## config.mk

```make
export PLATFORM = sky130hd
export DESIGN_NAME = abdm_core
export DESIGN_NICKNAME = d
export VERILOG_FILES = /design/src/core/abdm_pkg.sv /design/src/core/abdm_core.sv
export VERILOG_INCLUDE_DIRS = /design/src /design/src/core
export SDC_FILE = /design/constraint.sdc
export NUM_CORES = 1
export LEC_CHECK = 0
export BUFFER_PORTS_ARGS = -buffer_cell sky130_fd_sc_hd__buf_4
export CELL_PAD_IN_SITES_DETAIL_PLACEMENT = 1
export CELL_PAD_IN_SITES_GLOBAL_PLACEMENT = 1
export CORE_MARGIN = 2
export CORE_UTILIZATION = 37
export CTS_CLUSTER_DIAMETER = 100
export CTS_CLUSTER_SIZE = 30
export DETAILED_ROUTE_END_ITERATION = 12
export PLACE_DENSITY = 0.8
export SLEW_MARGIN = 20
export SYNTH_ARGS = -nofsm -noshare
export SYNTH_HDL_FRONTEND = slang
export SYNTH_SLANG_ARGS = --single-unit
```

## constraint.sdc

```tcl
create_clock -name mclk -period 3 [get_ports mclk]
set_input_delay 0.6 -clock mclk [delete_from_list [all_inputs] [get_ports mclk]]
set_output_delay 0.6 -clock mclk [all_outputs]
set_load 0.1 [all_outputs]
```

## src/core/abdm_regs.svh

```systemverilog
// Purpose: register offsets, field positions, reset values and counts of the address path
// Assumes: 32-bit APB, one aligned word per register
// Notes: definitions only
`ifndef ABDM_REGS_SVH
`define ABDM_REGS_SVH

`define ABDM_CFG_OFS 12'h000
`define ABDM_STAT_OFS 12'h004
`define ABDM_CFG_W 5
`define ABDM_CFG_RST 5'h00
`define ABDM_CFG_UDA 0
`define ABDM_CFG_LDA 1
`define ABDM_CFG_BUS8 2
`define ABDM_CFG_DRAM0 3
`define ABDM_CFG_DRAM1 4
`define ABDM_STAT_STRAP 0
`define ABDM_STAT_BUSY 1
`define ABDM_STAT_STATE_LO 2
`define ABDM_STAT_STATE_HI 7
`define ABDM_REF_CLOCKS 3'h7
`define ABDM_SEG_SHIFT 4
`define ABDM_ADDR_ONES 20'hFFFFF
`define ABDM_IO8_HI 12'h000

`endif

```

## src/core/abdm_pkg.sv

```systemverilog
// Purpose: types shared by the address path
// Assumes: nothing
// Notes: one-hot state codes written out
package abdm_pkg;

  typedef enum logic [1:0]
  {
    SPACE_OTHER = 2'h0,
    SPACE_LOWER = 2'h1,
    SPACE_UPPER = 2'h2
  } abdm_space_e;

  typedef enum logic [5:0]
  {
    ST_IDLE = 6'h01,
    ST_T1 = 6'h02,
    ST_T2 = 6'h04,
    ST_T3 = 6'h08,
    ST_T4 = 6'h10,
    ST_REF = 6'h20
  } abdm_state_e;

  typedef struct packed
  {
    logic [15:0] seg;
    logic [15:0] off;
    logic io;
    logic io8;
    logic write;
    logic bhe_n;
    abdm_space_e space;
    logic [15:0] wdata;
  } abdm_req_s;

endpackage

```

## src/core/abdm_core.sv

```systemverilog
// Purpose: address path of the bus interface unit: A bus, AD bus, DRAM row/column mux
// Assumes: output_clock_primary is sampled on mclk; requests come from logic on mclk
// Notes: bus phases advance on rising edges of the sampled output clock
//
// Register access over APB and the register offsets were left to the implementer.
`include "abdm_regs.svh"

module abdm_core (
  // clock and reset
  input wire logic mclk,
  input wire logic nrst,
  // apb slave
  input wire logic psel,
  input wire logic penable,
  input wire logic pwrite,
  input wire logic [11:0] paddr,
  input wire logic [31:0] pwdata,
  output logic [31:0] prdata,
  output logic pready,
  output logic pslverr,
  // internal cycle requests
  input wire logic req_valid,
  input wire abdm_pkg::abdm_req_s req,
  input wire logic refresh_req,
  output logic req_ready,
  output logic cycle_done,
  output logic [15:0] rdata,
  // pins
  input wire logic output_clock_primary,
  input wire logic address_enable_strap,
  input wire logic [15:0] ad_in,
  output logic [19:0] addr_bus,
  output logic [15:0] ad_out,
  output logic ad_oe_hi,
  output logic ad_oe_lo,
  output logic row_strobe_bank0_n,
  output logic row_strobe_bank1_n,
  output logic upper_lane_column_strobe_n,
  output logic lower_lane_column_strobe_n,
  output logic read_strobe_n,
  output logic store_strobe_n,
  output logic high_byte_write_enable_n,
  output logic low_byte_write_enable_n
);

  ////////////////////////////////////////////////////////////////////////////
  // helpers

  function automatic logic [19:0] form_addr(input abdm_pkg::abdm_req_s r);
    if (r.io)
    begin
      form_addr = r.io8 ? {`ABDM_IO8_HI, r.off[7:0]} : {4'h0, r.off};
    end
    else
    begin
      form_addr = (20'(r.seg) << `ABDM_SEG_SHIFT) + {4'h0, r.off};
    end
  endfunction

  // odd pins 1..17 carry the even bits below them for the column phase
  function automatic logic [19:0] col_addr(input logic [19:0] a);
    col_addr = a;
    for (int i = 1; i < 18; i += 2)
    begin
      col_addr[i] = a[i-1];
    end
  endfunction

  ////////////////////////////////////////////////////////////////////////////
  // synchronisers and strap capture

  logic lk_s1, lk_s2, lk_s3;
  logic [15:0] adi_s1, adi_s2;
  logic strap_s1, strap_s2;
  logic strap_done, strap_low;
  logic rise, fall;

  always_ff @(posedge mclk)
  begin
    lk_s1 <= output_clock_primary;
    lk_s2 <= lk_s1;
    lk_s3 <= lk_s2;
    adi_s1 <= ad_in;
    adi_s2 <= adi_s1;
    strap_s1 <= address_enable_strap;
    strap_s2 <= strap_s1;
  end

  assign rise = lk_s2 & ~lk_s3;
  assign fall = ~lk_s2 & lk_s3;

  // strap is caught once, on the first edge after reset release
  always_ff @(posedge mclk)
  begin
    if (!nrst)
    begin
      strap_done <= 1'b0;
      strap_low <= 1'b0;
    end
    else if (!strap_done)
    begin
      strap_done <= 1'b1;
      strap_low <= ~strap_s2;
    end
  end

  ////////////////////////////////////////////////////////////////////////////
  // registers

  logic [`ABDM_CFG_W-1:0] cfg;
  abdm_pkg::abdm_state_e state, next_state;
  logic acc_read, hit_cfg, hit_stat;

  assign acc_read = psel & penable & ~pready;
  assign hit_cfg = paddr == `ABDM_CFG_OFS;
  assign hit_stat = paddr == `ABDM_STAT_OFS;

  // one wait state: pready rises in the second access cycle
  always_ff @(posedge mclk)
  begin
    if (!nrst)
    begin
      pready <= 1'b0;
      pslverr <= 1'b0;
      prdata <= 32'h00000000;
    end
    else
    begin
      pready <= acc_read;
      if (acc_read)
      begin
        pslverr <= ~(hit_cfg | hit_stat);
        prdata <= 32'h00000000;
        if (hit_cfg)
        begin
          prdata[`ABDM_CFG_W-1:0] <= cfg;
        end
        if (hit_stat)
        begin
          prdata[`ABDM_STAT_STRAP] <= strap_low;
          prdata[`ABDM_STAT_BUSY] <= state != abdm_pkg::ST_IDLE;
          prdata[`ABDM_STAT_STATE_HI:`ABDM_STAT_STATE_LO] <= state;
        end
      end
    end
  end

  always_ff @(posedge mclk)
  begin
    if (!nrst)
    begin
      cfg <= `ABDM_CFG_RST;
    end
    else if (psel & penable & pready & pwrite & hit_cfg)
    begin
      cfg <= pwdata[`ABDM_CFG_W-1:0];
    end
  end

  ////////////////////////////////////////////////////////////////////////////
  // cycle sequencing

  logic [2:0] ref_cnt;
  logic start_req, start_ref;
  logic [19:0] cur_addr;
  logic cur_write, cur_bhe_n, cur_da, cur_row_strobe_bank0, cur_row_strobe_bank1;
  logic [15:0] cur_wdata;
  logic bus8;

  assign bus8 = cfg[`ABDM_CFG_BUS8];
  assign start_ref = state == abdm_pkg::ST_IDLE && rise && strap_done && refresh_req;
  assign start_req = state == abdm_pkg::ST_IDLE && rise && strap_done && !refresh_req
    && req_valid;

  always_comb
  begin
    next_state = state;
    case (state)
      abdm_pkg::ST_IDLE:
      begin
        if (start_ref)
        begin
          next_state = abdm_pkg::ST_REF;
        end
        else if (start_req)
        begin
          next_state = abdm_pkg::ST_T1;
        end
      end
      abdm_pkg::ST_T1: next_state = rise ? abdm_pkg::ST_T2 : state;
      abdm_pkg::ST_T2: next_state = rise ? abdm_pkg::ST_T3 : state;
      abdm_pkg::ST_T3: next_state = rise ? abdm_pkg::ST_T4 : state;
      abdm_pkg::ST_T4: next_state = rise ? abdm_pkg::ST_IDLE : state;
      abdm_pkg::ST_REF:
      begin
        if (rise && ref_cnt == 3'(`ABDM_REF_CLOCKS - 3'h1))
        begin
          next_state = abdm_pkg::ST_IDLE;
        end
      end
      default: next_state = abdm_pkg::ST_IDLE;
    endcase
  end

  always_ff @(posedge mclk)
  begin
    if (!nrst)
    begin
      state <= abdm_pkg::ST_IDLE;
      ref_cnt <= 3'h0;
      req_ready <= 1'b0;
    end
    else
    begin
      state <= next_state;
      req_ready <= next_state == abdm_pkg::ST_IDLE && strap_done && !start_req;
      if (start_ref)
      begin
        ref_cnt <= 3'h0;
      end
      else if (state == abdm_pkg::ST_REF && rise)
      begin
        ref_cnt <= ref_cnt + 3'h1;
      end
    end
  end

  // request capture
  always_ff @(posedge mclk)
  begin
    if (!nrst)
    begin
      cur_addr <= 20'h00000;
      cur_write <= 1'b0;
      cur_bhe_n <= 1'b1;
      cur_da <= 1'b0;
      cur_row_strobe_bank0 <= 1'b0;
      cur_row_strobe_bank1 <= 1'b0;
      cur_wdata <= 16'h0000;
    end
    else if (start_ref)
    begin
      cur_addr <= `ABDM_ADDR_ONES;
      cur_write <= 1'b0;
    end
    else if (start_req)
    begin
      cur_addr <= form_addr(req);
      cur_write <= req.write;
      cur_bhe_n <= req.bhe_n;
      cur_wdata <= req.wdata;
      // strap low overrides both disable bits
      cur_da <= !strap_low && ((req.space == abdm_pkg::SPACE_UPPER && cfg[`ABDM_CFG_UDA])
        || (req.space == abdm_pkg::SPACE_LOWER && cfg[`ABDM_CFG_LDA]));
      cur_row_strobe_bank0 <= !req.io && req.space == abdm_pkg::SPACE_LOWER && cfg[`ABDM_CFG_DRAM0];
      cur_row_strobe_bank1 <= !req.io && req.space == abdm_pkg::SPACE_UPPER && cfg[`ABDM_CFG_DRAM1];
    end
  end

  ////////////////////////////////////////////////////////////////////////////
  // address and data pins

  always_ff @(posedge mclk)
  begin
    if (!nrst)
    begin
      addr_bus <= 20'h00000;
      ad_out <= 16'h0000;
      ad_oe_hi <= 1'b0;
      ad_oe_lo <= 1'b0;
      rdata <= 16'h0000;
      cycle_done <= 1'b0;
    end
    else
    begin
      cycle_done <= 1'b0;
      if (start_req)
      begin
        addr_bus <= form_addr(req);
      end
      else if (start_ref)
      begin
        ad_out <= 16'(`ABDM_ADDR_ONES);
        ad_oe_hi <= 1'b1;
        ad_oe_lo <= 1'b1;
      end
      else if (state == abdm_pkg::ST_T1 && fall)
      begin
        // AD address half an output clock after the A bus
        ad_out <= cur_addr[15:0];
        ad_oe_lo <= !cur_da;
        ad_oe_hi <= !cur_da || bus8;
      end
      else if (state == abdm_pkg::ST_T2 && rise)
      begin
        if (cur_row_strobe_bank0 || cur_row_strobe_bank1)
        begin
          addr_bus <= col_addr(cur_addr);
        end
        ad_out[7:0] <= cur_wdata[7:0];
        ad_out[15:8] <= bus8 ? cur_addr[15:8] : cur_wdata[15:8];
        ad_oe_lo <= cur_write;
        ad_oe_hi <= cur_write || bus8;
      end
      else if (state == abdm_pkg::ST_T4 && rise)
      begin
        rdata <= adi_s2;
        cycle_done <= 1'b1;
        ad_oe_hi <= 1'b0;
        ad_oe_lo <= 1'b0;
      end
      else if (state == abdm_pkg::ST_REF && fall)
      begin
        ad_oe_hi <= 1'b0;
        ad_oe_lo <= 1'b0;
      end
    end
  end

  ////////////////////////////////////////////////////////////////////////////
  // strobes

  always_ff @(posedge mclk)
  begin
    if (!nrst)
    begin
      row_strobe_bank0_n <= 1'b1;
      row_strobe_bank1_n <= 1'b1;
      upper_lane_column_strobe_n <= 1'b1;
      lower_lane_column_strobe_n <= 1'b1;
      read_strobe_n <= 1'b1;
      store_strobe_n <= 1'b1;
      high_byte_write_enable_n <= 1'b1;
      low_byte_write_enable_n <= 1'b1;
    end
    else if (start_ref)
    begin
      // column before row refresh, on the enabled banks only
      upper_lane_column_strobe_n <= !(cfg[`ABDM_CFG_DRAM0] || cfg[`ABDM_CFG_DRAM1]);
      lower_lane_column_strobe_n <= !(cfg[`ABDM_CFG_DRAM0] || cfg[`ABDM_CFG_DRAM1]);
    end
    else if (state == abdm_pkg::ST_REF && fall && ref_cnt == 3'h0)
    begin
      row_strobe_bank0_n <= !cfg[`ABDM_CFG_DRAM0];
      row_strobe_bank1_n <= !cfg[`ABDM_CFG_DRAM1];
    end
    else if (state == abdm_pkg::ST_T1 && fall)
    begin
      // the A bus has been valid for half a clock here
      row_strobe_bank0_n <= !cur_row_strobe_bank0;
      row_strobe_bank1_n <= !cur_row_strobe_bank1;
    end
    else if (state == abdm_pkg::ST_T2 && rise)
    begin
      read_strobe_n <= cur_write;
      store_strobe_n <= !cur_write;
      high_byte_write_enable_n <= cur_bhe_n || !cur_write;
      low_byte_write_enable_n <= cur_addr[0] || !cur_write;
    end
    else if (state == abdm_pkg::ST_T3 && rise && (cur_row_strobe_bank0 || cur_row_strobe_bank1))
    begin
      // reads open both lanes; writes only the enabled ones
      upper_lane_column_strobe_n <= cur_write && cur_bhe_n;
      lower_lane_column_strobe_n <= cur_write && cur_addr[0];
    end
    else if ((state == abdm_pkg::ST_T4 || state == abdm_pkg::ST_REF)
      && next_state == abdm_pkg::ST_IDLE)
    begin
      row_strobe_bank0_n <= 1'b1;
      row_strobe_bank1_n <= 1'b1;
      upper_lane_column_strobe_n <= 1'b1;
      lower_lane_column_strobe_n <= 1'b1;
      read_strobe_n <= 1'b1;
      store_strobe_n <= 1'b1;
      high_byte_write_enable_n <= 1'b1;
      low_byte_write_enable_n <= 1'b1;
    end
  end

endmodule

```

==> run metrics <==
outcome=complete, no violations; commonest register cell after synthesis=dfxtp_1; Synth Cell Area=7092 um^2; setup bufs post-CTS=0; Startpoint Class=primary input; Inst Count DP=1194; Clock Skew=0.01408 ns; Tot GR Track Use=21.95%; setup slack, reg-to-reg=0.72 ns; FF+latch area=3343 um^2; Power Density=571.5 nW/um^2; critical setup path kind=in -> reg; largest net degree at the start of global routing=48; initial antenna violation count=0; Fin. Hold Viols=0; share of layout cells above drive strength 1=24.09%; clock sink count=167; first-pass GRT wire length=34.91 mm; MaxCap Viol Count=0; CTS Root Cell=clkbuf_16; Synth cell types=67; CTS resizes=0; Worst R2R Start=state[3]; crit end category=flip-flop; CTS tree=yes; synth warn=0; Post-synth EDFFs=0; setup TNS=0 ns; peak fanout along the critical path=3; Num CTS Buffers=17; footprint of the multi-input gates=3410 um^2; Boundary Pins=221; filler cell count=2288; drt initial violations=284; final setup margin=0.6455 ns; area of placed instances=8512 um^2; DR WL/cell=18.13 um; ANT cells=0; vias in the first global route=6610; Crit path required time=3.32 ns; Non-Filler Instances=1226; via count=6513; site row count=50; die width=142.4 um; crit path DAT=2.68 ns; async set or reset register ratio after synthesis=0%; leakage power total=3.816 nW; reg2reg end=rdata[6]; Slew headroom=47.42%; Yosys reg bits=167; die span in y=142.4 um; antenna viol nets, final=0; NumNets Final=1118; starting density of the core=37.79%; Synth-to-Final Area Change=28.58%; final design instance area without fill=9119 um^2; Place WS=0.2045 ns; core area=18770 um^2; Crit. Startpoint=req[26]; DRC=0; post-DP HPWL=16.05 mm; Max IR drop VDD=0.3767 mV; final worst path period share=78.48%; CP Capture Point=addr_bus[18]; Routed WL=22.23 mm; R2R cell count=5; Tightest Pin Transition=0.7789 ns; Tightest Hold Check Type=in -> reg; minimum clock period after layout=2.354 ns; Max Clock Freq=424.7 MHz; length of the first detailed-routing pass in iterations=4; Avg Inst Size Synth=8.617 um^2; RSZ-0062 raised after global routing=no; Cells after Synth=823; die area=20290 um^2; IO buf count=169; Via density=5.312; Seq/Total Area, Yosys=47.14%; GR Overflow Total=0; number of buffers inserted by hold repair at cts=0; clock transition at the registers of the reported paths=0.07 ns; Slew Limit Fails=0; H-Tree Depth=4; Longest Clk Path Bufs=2; worst skew pair latency=0.44 ns; setup violators final=0; gpl congestion=0.8223
## sequential cells by signal, indices dropped and copies added (netlist names), 3 cells and up
name       flops
ad_out        16
addr_bus      20
adi_s1        16
adi_s2        16
cfg            5
cur_addr      19
cur_wdata     16
prdata         8
rdata         16
ref_cnt        3
state          6
## routing by layer
metal  GRT usage [%]  vias up  wire length (um)
met3           4.643       23              1106
met1           27.58     3148              9533
li1                -     3168                 -
met4           6.879        0               376
met2           37.70      174             11210
met5               0        -                 0
## logic make-up (layout without fill, tap and decap cells)
group           after synthesis  in the layout  synth area share, %
other cells                   1             24              0.05288
mux                          20             20                2.946
simple gates                313            313                21.17
flops                       167            167                47.14
compound gates              211            211                18.40
buf+inv                      84            230                5.998
xor+xnor                     11             11                1.358
fa+ha+maj                    16             16                2.929
## cell type report
cell class / instances / area share, %
Inverter: 12 / 0.4940
Clock buffer: 17 / 4.665
Multi-Input combinational cell: 595 / 37.39
Timing Repair Buffer: 186 / 15.59
Clock inverter: 15 / 1.990
Tap cell: 234 / 3.211
Sequential cell: 167 / 36.66
## critical path: stages
cell,delay [ns]
buf_4,0.08
ha_1,0.19
inv_1,0.07
fa_1,0.42
nand2b_1,0.18
a211oi_1,0.40
o32ai_1,0.23
o21a_1,0.21
o21ai_1,0.20
a21oi_1,0.10
## through the flow
step	total power, mW	util [%]	hold WS, ns
after floorplan	2.865	-	0.3096
final	5.211	48.59	0.2564
after CTS	5.258	48.59	0.2376
after global routing	5.410	48.59	0.2346
after detailed placement	3.065	45.35	0.3135
after global placement	3.051	45.35	0.3095
## worst min path at each step
stage | from | slack [ns] | to | cells after the start
floorplan | adi_s1[0] | 0.31 | adi_s2[0] | 0
global placement | adi_s1[11] | 0.31 | adi_s2[11] | 0
detailed placement | adi_s1[5] | 0.31 | adi_s2[5] | 0
CTS | ad_in[7] | 0.24 | adi_s1[7] | 1
global route | ad_in[7] | 0.23 | adi_s1[7] | 1
finish | ad_in[7] | 0.26 | adi_s1[7] | 1
## cells in the final DEF, fill, tap and decap left out, types with 7 or more instances in the layout
| cell | n |
|---|---|
| nor2b_1 | 8 |
| nand4_1 | 7 |
| a31oi_1 | 14 |
| a41oi_1 | 9 |
| conb_1 | 24 |
| inv_1 | 11 |
| dfxtp_1 | 167 |
| nor2_1 | 68 |
| nand3_1 | 19 |
| mux2i_1 | 13 |
| clkbuf_16 | 17 |
| a211oi_1 | 7 |
| ha_1 | 15 |
| mux2_2 | 7 |
| nand2_1 | 142 |
| buf_4 | 184 |
| o221ai_1 | 9 |
| nor3_1 | 16 |
| a21oi_1 | 85 |
| o21ai_0 | 42 |
## power by group
part	switching, mW	leakage (nW)	internal [mW]
Combinational	0.487	2.16	0.214
Clock	1.07	0.293	1.12
Sequential	0.0371	1.36	2.28
## Yosys cell counts (3+ instances only)
cell type / number / area [um^2]
o211ai_1: 6 / 45.04
nor2_1: 68 / 255.2
nand2b_1: 4 / 25.02
a41oi_1: 9 / 78.83
a21oi_1: 85 / 425.4
dfxtp_1: 167 / 3343
nor4bb_1: 3 / 30.03
mux2i_1: 13 / 130.1
or3_1: 3 / 18.77
a22oi_1: 5 / 37.54
o21ai_0: 42 / 210.2
a21o_1: 4 / 30.03
o221ai_1: 9 / 78.83
buf_4: 25 / 187.7
clkbuf_1: 31 / 116.4
nand4_1: 7 / 43.79
o211a_1: 4 / 40.04
nor3_1: 16 / 80.08
nor4_1: 3 / 18.77
nand2_1: 142 / 533.0
nor2b_1: 8 / 50.05
nand3b_1: 5 / 37.54
xor2_1: 6 / 52.55
nor3b_1: 6 / 45.04
inv_1: 11 / 41.29
and3_1: 6 / 37.54
o31ai_1: 3 / 22.52
buf_2: 13 / 65.06
nor4_2: 3 / 37.54
xnor2_1: 5 / 43.79
and3b_1: 3 / 26.28
nand3_1: 19 / 95.09
o21a_1: 3 / 22.52
mux2_2: 7 / 78.83
ha_1: 15 / 187.7
a211oi_1: 7 / 52.55
and2_1: 3 / 18.77
and4_1: 3 / 26.28
a31oi_1: 14 / 87.58
buf_1: 3 / 11.26
Power figures use the tool's default switching activity.
